**config.mk**
```make
export PLATFORM = sky130hd
export DESIGN_NAME = cbsc_sysctl
export DESIGN_NICKNAME = d
export VERILOG_FILES = /design/src/inc/cbsc_pkg.sv /design/src/design/cbsc_sysctl.sv
export SDC_FILE = /design/constraint.sdc
export NUM_CORES = 1
export LEC_CHECK = 0
export BUFFER_PORTS_ARGS = -buffer_cell sky130_fd_sc_hd__buf_2
export CAP_MARGIN = 20
export CORE_ASPECT_RATIO = 0.75
export CORE_MARGIN = 1
export CORE_UTILIZATION = 45
export CTS_CLUSTER_DIAMETER = 80
export DETAILED_ROUTE_END_ITERATION = 10
export PLACE_DENSITY_LB_ADDON = 0.08
export SLEW_MARGIN = 10
export SYNTH_ARGS = -nofsm -noshare
export SYNTH_HDL_FRONTEND = slang
export SYNTH_SLANG_ARGS = --single-unit
```
**constraint.sdc**
```tcl
create_clock -name clk_i -period 3.7 [get_ports clk_i]
set_input_delay 0.74 -clock clk_i [delete_from_list [all_inputs] [get_ports clk_i]]
set_output_delay 0.74 -clock clk_i [all_outputs]
set_load 0.03 [all_outputs]
```
**src/inc/cbsc_pkg.sv**
```systemverilog
// constants and carrier types for the card bridge system control register
package cbsc_pkg;
  // ==========================================================
  // register map
  localparam logic [7:0] CBSC_SYSCTL_OFF = 8'h80;
  localparam logic [7:0] CBSC_STATUS_OFF = 8'h84;
  localparam logic [25:0] CBSC_RESET_VAL = 26'h0449060;
  // bits that software may write and store
  localparam logic [25:0] CBSC_RW_MASK = 26'h17fc0ff;
  // bit positions of all fields, read-only, write-one-clear and writable
  localparam int CBSC_B_IRQ_FLAG = 25;
  localparam int CBSC_B_IRQ_MODE = 24;
  localparam int CBSC_B_RSVD_ZERO = 23;
  localparam int CBSC_B_SPARE_DRV = 22;
  localparam int CBSC_B_GUARD_OFF = 21;
  localparam int CBSC_B_VID_FLOAT = 20;
  localparam int CBSC_B_DMA_REQ = 19;
  localparam int CBSC_B_CHAN_HI = 18;
  localparam int CBSC_B_CHAN_LO = 16;
  localparam int CBSC_B_BURST_DN = 15;
  localparam int CBSC_B_BURST_UP = 14;
  localparam int CBSC_B_TOUCHED = 13;
  localparam int CBSC_B_RSVD_ONE = 12;
  localparam int CBSC_B_SHIFT = 11;
  localparam int CBSC_B_RISE = 10;
  localparam int CBSC_B_FALL = 9;
  localparam int CBSC_B_PROBE = 8;
  localparam int CBSC_B_AUTO_SW = 7;
  localparam int CBSC_B_IDLE_GATE = 6;
  localparam int CBSC_B_ID_LOCK = 5;
  localparam int CBSC_B_PARITY = 4;
  localparam int CBSC_B_CDMA = 3;
  localparam int CBSC_B_VOLT = 2;
  localparam int CBSC_B_CLK_BLK = 1;
  localparam int CBSC_B_WAKE_MUX = 0;
  localparam logic [2:0] CBSC_CHAN_UNUSED = 3'h4;
  // ==========================================================
  // carrier types
  typedef struct packed {
    logic [7:0] addr;
    logic [31:0] wdata;
    logic wr;
    logic rd;
  } cbsc_bus_req_t;
  typedef struct packed {
    logic shift_busy;
    logic rise_busy;
    logic fall_busy;
    logic probe_busy;
  } cbsc_power_stat_t;
endpackage

```
**src/design/cbsc_sysctl.sv**
```systemverilog
// card bridge system control register, bits 25 to 0, with its side effects
//
// Implementation choices: the register addresses and the address-and-strobe port.
`timescale 1ns/1ps
// Behaviour
// (RL1) mode flag sets on enabled power write, w1c
// (RL2) enabled power write raises management interrupt
// (RL3) bit 23 reads zero, 12 one
// (RL4) spare terminals driven low when set and a cardbus card is inserted
// (RL5) bit 21 clear keeps supply guard on
// (RL6) bit 20 floats four upper addresses
// (RL7) card dma requests pass only when enabled
// (RL8) three-bit dma channel, default four
// (RL9) downstream read burst enable, reset one
// (RL10) upstream read burst enable, reset zero
// (RL11) activity flag sets on access, read clears
// (RL12) bit 11 shows power stream busy
// (RL13) bits 10 and 9 show settle delays
// (RL14) bit 8 shows interrogation in progress
// (RL15) bit 7 gates legacy auto switch
// (RL16) idle clock gate stops state machine clock
// (RL17) bit 5 locks id registers
// (RL18) bit 4 routes parity errors to serr
// (RL19) central dma needs bit 3 and pins
// (RL20) bit 2 picks 3.3 or 5 volts
// (RL21) bit 1 blocks clock stopping
// (RL22) bit 0 selects ring and pme sharing
// (RL23) read-only bits ignore writes
module cbsc_sysctl
  import cbsc_pkg::*;
(
  input wire logic clk_i,
  input wire logic rst_i,
  input wire logic [7:0] addr_i,
  input wire logic [31:0] wdata_i,
  input wire logic wr_i,
  input wire logic rd_i,
  output logic [31:0] rdata_o,
  input wire logic power_write_i,
  input wire logic card_access_i,
  input wire logic cardbus_inserted_i,
  input wire logic card_idle_i,
  input wire logic card_clock_stopped_i,
  input wire logic card_dma_request_i,
  input wire logic central_dma_pins_i,
  input wire logic card_parity_err_i,
  input wire logic clock_stop_req_i,
  input wire logic ring_indicate_out_i,
  input wire logic pme_i,
  input wire logic legacy_mode_i,
  input wire logic auto_switch_req_i,
  input wire cbsc_power_stat_t power_stat_i,
  output logic mgmt_irq_o,
  output logic spare_terminal_drive_o,
  output logic spare_terminal_oe_o,
  output logic supply_guard_on_o,
  output logic video_addr_float_o,
  output logic card_dma_req_o,
  output logic [2:0] card_dma_channel_o,
  output logic read_burst_down_on_o,
  output logic read_burst_up_on_o,
  output logic auto_switch_on_o,
  output logic idle_clock_stop_o,
  output logic id_regs_lock_o,
  output logic serr_o,
  output logic central_dma_on_o,
  output logic legacy_five_volt_o,
  output logic clock_stop_allow_o,
  output logic wake_pin_o
);
  // ==========================================================
  // register state
  logic [25:0] ctrl_reg;
  logic mgmt_irq_flag_reg;
  logic socket_touched_reg;
  logic mgmt_irq_reg;
  logic [31:0] rdata_reg;
  logic wr_hit;
  logic rd_hit;
  logic [25:0] view;

  assign wr_hit = wr_i && (addr_i == CBSC_SYSCTL_OFF);
  assign rd_hit = rd_i && (addr_i == CBSC_SYSCTL_OFF);

  // ==========================================================
  // writable control bits
  always_ff @(posedge clk_i) begin
    if (rst_i) begin
      ctrl_reg <= CBSC_RESET_VAL & CBSC_RW_MASK; // see (RL8)
    end else if (wr_hit) begin
      ctrl_reg <= wdata_i[25:0] & CBSC_RW_MASK; // see (RL23)
    end
  end

  // ==========================================================
  // sticky status: set wins over clear
  always_ff @(posedge clk_i) begin
    if (rst_i) begin
      mgmt_irq_flag_reg <= 1'b0;
    end else if (power_write_i && ctrl_reg[CBSC_B_IRQ_MODE]) begin
      mgmt_irq_flag_reg <= 1'b1; // see (RL1)
    end else if (wr_hit && wdata_i[CBSC_B_IRQ_FLAG]) begin
      mgmt_irq_flag_reg <= 1'b0; // see (RL1)
    end
  end

  always_ff @(posedge clk_i) begin
    if (rst_i) begin
      socket_touched_reg <= 1'b0;
    end else if (card_access_i) begin
      socket_touched_reg <= 1'b1; // see (RL11)
    end else if (rd_hit) begin
      socket_touched_reg <= 1'b0; // see (RL11)
    end
  end

  // one-cycle management interrupt pulse per enabled power write
  always_ff @(posedge clk_i) begin
    if (rst_i) begin
      mgmt_irq_reg <= 1'b0;
    end else begin
      mgmt_irq_reg <= power_write_i && ctrl_reg[CBSC_B_IRQ_MODE]; // see (RL2)
    end
  end

  // ==========================================================
  // read view
  always_comb begin
    view = ctrl_reg;
    view[CBSC_B_IRQ_FLAG] = mgmt_irq_flag_reg;
    view[CBSC_B_RSVD_ZERO] = 1'b0; // see (RL3)
    view[CBSC_B_TOUCHED] = socket_touched_reg;
    view[CBSC_B_RSVD_ONE] = 1'b1; // see (RL3)
    view[CBSC_B_SHIFT] = power_stat_i.shift_busy; // see (RL12)
    view[CBSC_B_RISE] = power_stat_i.rise_busy; // see (RL13)
    view[CBSC_B_FALL] = power_stat_i.fall_busy; // see (RL13)
    view[CBSC_B_PROBE] = power_stat_i.probe_busy; // see (RL14)
  end

  always_ff @(posedge clk_i) begin
    if (rst_i) begin
      rdata_reg <= 32'h0;
    end else if (rd_hit) begin
      rdata_reg <= {6'h0, view};
    end else begin
      rdata_reg <= 32'h0;
    end
  end
  assign rdata_o = rdata_reg;

  // ==========================================================
  // control outputs
  assign mgmt_irq_o = mgmt_irq_reg;
  assign spare_terminal_drive_o = 1'b0;
  assign spare_terminal_oe_o = cardbus_inserted_i && ctrl_reg[CBSC_B_SPARE_DRV]; // see (RL4)
  assign supply_guard_on_o = !ctrl_reg[CBSC_B_GUARD_OFF]; // see (RL5)
  assign video_addr_float_o = ctrl_reg[CBSC_B_VID_FLOAT]; // see (RL6)
  assign card_dma_req_o = card_dma_request_i && ctrl_reg[CBSC_B_DMA_REQ]; // see (RL7)
  assign card_dma_channel_o = ctrl_reg[CBSC_B_CHAN_HI:CBSC_B_CHAN_LO]; // see (RL8)
  assign read_burst_down_on_o = ctrl_reg[CBSC_B_BURST_DN]; // see (RL9)
  assign read_burst_up_on_o = ctrl_reg[CBSC_B_BURST_UP]; // see (RL10)
  assign auto_switch_on_o = auto_switch_req_i && ctrl_reg[CBSC_B_AUTO_SW]; // see (RL15)
  assign idle_clock_stop_o = ctrl_reg[CBSC_B_IDLE_GATE] && cardbus_inserted_i
                             && card_idle_i && card_clock_stopped_i; // see (RL16)
  assign id_regs_lock_o = ctrl_reg[CBSC_B_ID_LOCK]; // see (RL17)
  assign serr_o = card_parity_err_i && ctrl_reg[CBSC_B_PARITY]; // see (RL18)
  assign central_dma_on_o = ctrl_reg[CBSC_B_CDMA] && central_dma_pins_i; // see (RL19)
  assign legacy_five_volt_o = legacy_mode_i && ctrl_reg[CBSC_B_VOLT]; // see (RL20)
  assign clock_stop_allow_o = clock_stop_req_i && !ctrl_reg[CBSC_B_CLK_BLK]; // see (RL21)
  assign wake_pin_o = ctrl_reg[CBSC_B_WAKE_MUX] ? pme_i
                      : (ring_indicate_out_i || pme_i); // see (RL22)
endmodule

```
After elaboration in Yosys (flattened, before gate mapping)
Index checks and enable logic that the tools add are counted.

Output and inout bits: 51. Input port bits: 61. Register bits: 53. Memory bits (read-only): 0. Word-level logic and storage cells: 34. Memories kept: 0. Bits in latches: 0. RAM bits: 0.

Muxes and demuxes: 6. Order comparisons: 0. Div/mod/pow operators: 0. Bitwise logic cells: 1. Multipliers: 0. Equality and inequality tests: 1. Reduce and logical (&&, ||, !) cells: 20. Shifts and indexed selects: 0. Add/sub/neg operators: 0.

Operators by type and width (number): 1-bit logical AND (14); 13-bit 2-to-1 mux (1); 8-bit equality test (second input constant) (1); 1-bit 2-to-1 mux (5); 2-bit nonzero test (2); 1-bit zero test (2); 2-bit OR reduction (1); 1-bit logical OR (1); 1-bit NOT (1).

Logic depth before layout (Yosys ltp)
Gate-level depths: netlist of the first run.

Word-level depth: 5. Gate-level depth with buffers: 5. Mapped depth without buffers: 3.

Worst setup path before layout of the first run
No wires, ideal clock.

Path kind: input-to-reg. Start: input addr_i[5]. End: register ctrl_reg[14]. Data required time: 3.628 ns. Arrival: 1.984 ns. Slack: 1.645 ns. Buffers on the path: 2. Setup time: 0.072 ns. Cell stages on the path: 5. Path through: or4b_4 > nor3_2 > buf_6 > buf_8 > mux2i_1.

Longest elaborated chain between the ends: 2.

RTL lines: start: declaration (line cbsc_sysctl.sv:34) `input wire logic [7:0] addr_i,`; 8-bit equality test (line cbsc_sysctl.sv:82) `assign wr_hit = wr_i && (addr_i == CBSC_SYSCTL_OFF);`; 1-bit logical AND (line cbsc_sysctl.sv:82); end signal: assignment (line cbsc_sysctl.sv:89) `ctrl_reg <= CBSC_RESET_VAL & CBSC_RW_MASK;`; end signal: assignment (line cbsc_sysctl.sv:91) `ctrl_reg <= wdata_i[25:0] & CBSC_RW_MASK;`; end: declaration (line cbsc_sysctl.sv:73) `logic [25:0] ctrl_reg;`.

No other way between the ends. A chain may end at the register's enable or synchronous reset.

Worst setup path in the final report of the first run
Start: input addr_i[5]. End: register ctrl_reg[19].

Same word-level chain as after synthesis.

==> results of run 1 <==
-- synth_stat cells --
library cell / n
nor4b_1: 1
and4_1: 1
inv_1: 5
o31ai_1: 1
clkbuf_1: 4
nor4_2: 1
mux2i_1: 18
and2_1: 29
dfxtp_1: 46
a21o_1: 1
or4_4: 1
conb_1: 1
a21oi_1: 2
nor2_1: 11
nor3_2: 1
and3b_1: 1
nand2b_1: 26
buf_4: 11
buf_8: 1
nor4_4: 1
nor2b_1: 3
or4b_4: 1
buf_6: 2
-- worst max-delay path by stage --
stage,startpoint,end,cells past startpoint
floorplan,addr_i[5],ctrl_reg[14],5
global placement,addr_i[5],ctrl_reg[17],5
detailed placement,addr_i[5],ctrl_reg[19],5
CTS,addr_i[5],ctrl_reg[19],5
global route,addr_i[5],ctrl_reg[17],5
finish,addr_i[5],ctrl_reg[19],5
-- routing by layer --
metal | vias to the layer above | part of all wire, %
met4 | 0 | 1.1
li1 | 687 | -
met5 | - | 0
met1 | 573 | 48
met2 | 66 | 43
met3 | 5 | 8.3
-- through the flow --
stage / hold slack [ns] / worst slack (ns) / cell area, µm²
2_1_floorplan: 0.4298 / 1.645 / 1809
3_3_place_gp: 0.4470 / 1.075 / 2203
3_5_place_dp: 0.4572 / 1.052 / 2203
4_1_cts: 0.4704 / 1.356 / 2295
5_1_grt: 0.4929 / 1.286 / 2295
6_report: 0.4668 / 1.391 / 2295
-- report_power, final --
part | switching [µW] | leakage, µW | internal (µW)
sequential | 0.527 | 0.000371 | 496
combinational | 34.1 | 0.000680 | 29.0
clock | 153 | 0.0000482 | 151
total | 188 | 0.00110 | 675
-- worst max-delay path: stages --
cell	delay, ns
buf_2	0.09
or4b_4	0.59
nor3_4	0.55
buf_4	0.33
mux2i_1	0.22
-- logic make-up (layout without fill, tap and decap cells) --
| group | count (synthesis) | in the layout | share of synthesized area, % |
|---|---|---|---|
| AO/OA/AOI/OAI | 4 | 4 | 1.404 |
| buffers and inverters | 23 | 104 | 8.631 |
| flip-flops | 46 | 46 | 51.65 |
| multiplexers | 18 | 18 | 10.11 |
| other | 1 | 8 | 0.2103 |
| AND/OR/NAND/NOR | 77 | 77 | 28.00 |
-- area by class of cell --
type	count	area [µm²]
clock buffer	7	86.33
clock inverter	1	5.005
fill	341	1438
inverter	5	18.77
multi-input combinational	107	740.7
sequential	46	920.9
tap	52	65.06
timing repair buffer	91	457.9
==> results.md, run 1 <==
* Crit end category: register
* FF-to-FF setup slack at 2.88 ns
* R2R Path End: mgmt_irq_flag_reg
* Worst Hold Class: register to register
* Critical path peak fanout at 10
* Max-capacitance violation count at 0
* CP required at 3.92 ns
* Die X at 74.69 µm
* Initial DRC count at 51
* Hold path cells at 1
* Total power at 863.0 µW
* Starting Density at between 40% and 50%
* Hpwl dp at 2220 µm
* Synth Instances at 169
* Cts bufs inserted at 5
* #FFs+latches synth at 46
* Worst-Skew Late Latency at between 0.2 and 0.3 ns
* # setup viols final at 0
* Max FFs per register at 25
* Clock sink total at 46
* Critical Path AT at around 2.5 ns
* Post-placement cell count at 301
* GP Congestion at 0.6527
* Synth area leader: dfxtp_1
* Largest net degree at the start of global routing at 42
* Post-CTS Resized at 0
* Nets at 317
* Final Hold Viols at 0
* Ratio of cells with drive above 1 in the final layout at approximately two fifths
* Routed vias at 1331
* Cell area after synthesis at 0.001783 mm²
* Slew Limit Fails at 0
* Die Ht at 56.51 µm
* Post-synthesis sequential area ratio at 51.65%
* WL/cell at around 10 µm
* LEAKAGE at 0.001099 µW
* I/O pin total at 112
* Pin slew with the least headroom to its limit at 0.8684 ns
* Relative slew slack at between 40% and 50%
* Grt met2 use at 26.38%
* Tcrit/Tclk final at 62.41%
* Synth Area per Inst at 10.55 µm²
* Clock Path Buffers at 2
* Global route overflow at 0
* Ant diodes at 0
* Area of the die at about 0.0042 mm²
* Setup bufs post-CTS at 0
* Pwr dens at 376.1 mW/mm²
* Critical path type: primary input to register
* Non-Filler Instances at 309
* Setup TNS Final at 0 ns
* Reg2reg start: ctrl_reg[24]
* Post-Route WL at 3099 µm
* FF-to-FF path depth at 3
* ANT nets after route at 0
* Vias in the first global route at about 1200
* Initial antenna violation count at 0
* Port-buffer cells at 90
* F_max at 433.1 MHz
* CTS H-tree lvls at 2
* Min-delay src: socket_touched_reg
* Root buffer cell: clkbuf_8
* First-pass GRT wire length at 5250 µm
* GR peak layer: met2
* Hold EP: rdata_o[13]
* Core ar. at 0.003732 mm²
* RSZ-0062 raised after global routing: no
* CTS tree: yes
* Via density at 4.307
* Commonest non-fill, non-tap cell in the layout: buf_2
* Synth warnings at 0
* Status: completed
* Hold_buf cts at 0
* DRT Pass-1 Iters at 4
* Clk slew on worst S/H paths at 0.08 ns
* Dominant cells by area after synthesis: dfxtp_1, and2_1, mux2i_1
* Met3 usage at 5.566%
* Rows at 19
* Worst IR Drop VDD at between 200 and 300 µV
* GRT Total Usage at between 15 and 20%
* Startpoint types: primary input
* Area Growth Syn to Fin at 28.70%
* Most frequent cells in the layout: buf_2, dfxtp_1, and2_1
* Synth top area share at just over 50%
* Global-route track usage on met1 at a little over a fifth
* Synth cell types at 23
* Clock Skews at 0.003241 ns
* DRC viols at 0
* Final min period at 2.309 ns
* Fin util at 61.48%
Note: power is estimated with default switching activity, not from simulation.
==> inputs of run 2 (changes only) <==
--- a/config.mk
+++ b/config.mk
@@ -5,11 +5,12 @@
 export SDC_FILE = /design/constraint.sdc
 export NUM_CORES = 1
 export LEC_CHECK = 0
+export ABC_AREA = 1
 export BUFFER_PORTS_ARGS = -buffer_cell sky130_fd_sc_hd__buf_2
 export CAP_MARGIN = 20
 export CORE_ASPECT_RATIO = 0.75
 export CORE_MARGIN = 1
-export CORE_UTILIZATION = 45
+export CORE_UTILIZATION = 42
 export CTS_CLUSTER_DIAMETER = 80
 export DETAILED_ROUTE_END_ITERATION = 10
 export PLACE_DENSITY_LB_ADDON = 0.08
==> constraint.sdc (replaced) <==
create_clock -name clk_i -period 2.34 [get_ports clk_i]
set_input_delay 0.468 -clock clk_i [delete_from_list [all_inputs] [get_ports clk_i]]
set_output_delay 0.468 -clock clk_i [all_outputs]
set_load 0.03 [all_outputs]
==> run 2 against run 1 <==
Non-clock buffer count rose by 1; hold slack worse by 0.079 ns; die area rose by 9.5%; first-iteration DRC count rose by 3.9%; flip-flop and latch count is the same; cell area grew 2.2%; final cell count up 26%; sequential power rose by 58%; clock skew up 0.0039 ns; critical endpoint is now idle_clock_stop_o; largest cell class unchanged; highest routed layer unchanged.
==> results.md, run 2 <==
* Ratio of cells with drive above 1 in the final layout at 31.23% (was 40.08%)
* Starting Density at 44.51% (was 47.77%)
* Max FFs per register at 25 (unchanged)
* Worst Hold Class: primary input to register (was register to register)
* Crit-path leading delay family: flip-flops (was simple AND/OR/NAND/NOR gates)
* Port-buffer cells at 90 (unchanged)
* Slew Limit Fails at 0 (unchanged)
* WL/cell at 8.894 µm (was 10.03 µm)
* FF+latch area at 920.9 µm² (unchanged)
* Multi-input gate area at 576.8 µm² (was 740.7 µm²)
* CP required at 1.87 ns (was 3.92 ns)
* Largest net degree at the start of global routing at 34 (was 42)
* Hold_buf cts at 0 (unchanged)
* Seq pwr share at 53.6% (was 57.5%)
* Async SR Flop Fraction at 0% (unchanged)
* Post-synthesis sequential area ratio at 50.41% (was 51.65%)
* CTS tree: yes (unchanged)
* Synth Area per Inst at 7.366 µm² (was 10.55 µm²)
* LEAKAGE at 0.001352 µW (was 0.001099 µW)
* Pin slew with the least headroom to its limit at 0.6052 ns (was 0.8684 ns)
* Cell Chain, Critical Path: nand2_1 > nor2_1 > buf_2 (was buf_2 > or4b_4 > nor3_4 > buf_4 > mux2i_1)
* RSZ-0062 raised after global routing: no (unchanged)
* Setup TNS Final at 0 ns (unchanged)
* Global route overflow at 0 (unchanged)
* ANT nets after route at 0 (unchanged)
* Die X at 78.15 µm (was 74.69 µm)
* Initial DRC count at 53 (was 51)
* Synth Instances at 248 (was 169)
* Core ar. at 0.004104 mm² (was 0.003732 mm²)
* Relative slew slack at 59.61% (was 41.67%)
* Most used DFF post-synth: dfxtp_1 (unchanged)
* GP Congestion at 0.6633 (was 0.6527)
* Critical path peak fanout at 3 (was 10)
* Hpwl dp at 2481 µm (was 2220 µm)
* CP Buf/Inv Count at 1 (was 2)
* Initial antenna violation count at 0 (unchanged)
* Clock Skews at 0.007153 ns (was 0.003241 ns)
* Worst IR Drop VDD at 354.7 µV (was 257.0 µV)
* Clk slew on worst S/H paths at 0.09 ns (was 0.08 ns)
* Die Ht at 59.12 µm (was 56.51 µm)
* Synth top cells by count: inv_1, dfxtp_1, nor2_1 (was dfxtp_1, and2_1, nand2b_1)
* Final min period at 1.452 ns
* Area of the die at 0.004620 mm² (was 0.004220 mm²)
* Rows at 20 (was 19)
* Synth cell types at 16 (was 23)
* DRT Pass-1 Iters at 4 (unchanged)
* Final Hold Viols at 0 (unchanged)
* #FFs+latches synth at 46 (unchanged)
* Clock Path Buffers at 2 (unchanged)
* Via density at 4.080 (was 4.307)
* Critical Path AT at 0.98 ns (was 2.53 ns)
* GRT Total Usage at 14.74% (was 16.65%)
* Net Switching at 321.2 µW (was 187.8 µW)
* Post-CTS Resized at 0 (unchanged)
* Nets at 393 (was 317)
* Post-Route WL at 3451 µm (was 3099 µm)
* F_max at 688.5 MHz
* DRC viols at 0 (unchanged)
* EDFF count, synth at 0 (unchanged)
* Vias in the first global route at 1219 (was 1226)
* Top-count cell post-synth: inv_1 (was dfxtp_1)
* Area Growth Syn to Fin at 28.36% (was 28.70%)
* Setup bufs post-CTS at 0 (unchanged)
* Worst-Skew Late Latency at 0.29 ns (about the same)
* Slowest CP cell: dfxtp_1 (was or4b_4)
* Startpoint types: register (was primary input)
* CTS H-tree lvls at 2 (unchanged)
* Pwr dens at 624.8 mW/mm² (was 376.1 mW/mm²)
* I/O pin total at 112 (unchanged)
* Synth top area share at 50.41% (was 51.65%)
* Combinational cell fraction of total power at 7.4% (was 7.3%)
* Final Cell Area at 0.002345 mm² (was 0.002295 mm²)
* Critical path type: register to output port (was primary input to register)
* Status: completed (unchanged)
* Cts bufs inserted at 5 (unchanged)
* # setup viols final at 0 (unchanged)
* Commonest non-fill, non-tap cell in the layout: buf_2 (unchanged)
* Worst path max stage delay at 0.36 ns (was 0.59 ns)
* Cell area after synthesis at 0.001827 mm² (was 0.001783 mm²)
* Crit end category: output port (was register)
* Most frequent cells in the layout: buf_2, inv_1, dfxtp_1 (was buf_2, dfxtp_1, and2_1)
* Root buffer cell: clkbuf_8 (unchanged)
* Placed Instance Area at 0.002235 mm² (was 0.002203 mm²)
* Max-capacitance violation count at 0 (unchanged)
* Clock sink total at 46 (unchanged)
* Routed vias at 1583 (was 1331)
* Synth warnings at 0 (unchanged)
* Ant diodes at 0 (unchanged)
* Clock share of power at 39.0% (was 35.2%)
* P_int at 1144 µW (was 675.2 µW)
* Fillcell total at 415 (was 341)
* Dominant cells by area after synthesis: dfxtp_1, inv_1, nor2_1 (was dfxtp_1, and2_1, mux2i_1)
* Synth area leader: dfxtp_1 (unchanged)
* Tcrit/Tclk final at between 60 and 70%
* First-pass GRT wire length at 5257 µm (was 5250 µm)
* Sw Share at 21.92% (was 21.76%)
[run 2: worst reg2reg max path, stage by stage (launching register included)]
cell and delay [ns]:
dfxtp_1 0.36, nand3_1 0.11, nand2_1 0.11
[run 2: layer usage]
layer / up-vias / share of wire, % / routed length [µm] / GRT usage (%)
met5: - / 0 / 0 / 0
met4: 0 / 0.67 / 23 / 4.762
met3: 2 / 7.4 / 255 / 5.077
met2: 61 / 42 / 1459 / 22.43
met1: 650 / 50 / 1711 / 19.75
li1: 870 / - / - / -
[run 2: worst paths after layout]
check	end	cells after the start	startpoint	slack, ns
max	idle_clock_stop_o	3	ctrl_reg[6]	0.89
min	rdata_o[10]	3	power_stat_i[2]	0.39
max reg2reg	mgmt_irq_flag_reg	2	ctrl_reg[24]	1.71
min reg2reg	rdata_o[13]	2	socket_touched_reg	0.44
[run 2: power groups by stage]
stage,registers [µW],clock network (µW),logic (µW)
3_5_place_dp,804,0,109
3_3_place_gp,804,0,108
4_1_cts,785,586,109
5_1_grt,786,624,121
6_report,785,571,108
2_1_floorplan,804,0,71.4
[run 2: final cells by class]
| class | instances | area share [%] |
|---|---|---|
| Clock buffer | 6 | 3.095 |
| Sequential cell | 46 | 39.27 |
| Multi-Input combinational cell | 133 | 24.60 |
| Timing Repair Buffer | 92 | 19.85 |
| Tap cell | 55 | 2.935 |
| Inverter | 54 | 8.645 |
| Clock inverter | 2 | 1.601 |
[run 2: metrics by stage]
step	setup slack [ns]	instances	hold slack (ns)	utilization, %	power, µW
3_5_place_dp	0.5997	380	0.4217	54.45	912.3
2_1_floorplan	0.9466	255	0.4084	-	875.5
5_1_grt	0.7282	388	0.3810	57.13	1531
3_3_place_gp	0.5959	380	0.4258	54.45	911.3
6_report	0.8876	388	0.3879	57.13	1465
4_1_cts	0.8674	388	0.3782	57.13	1480
[run 2: cells by family (layout without fill, tap and decap cells)]
group / count (synthesis) / count (layout) / share of synthesized area [%]
compound gates: 15 / 15 / 4.247
other cells: 1 / 8 / 0.2053
buf+inv: 76 / 154 / 19.45
simple gates: 110 / 110 / 25.68
flops: 46 / 46 / 50.41
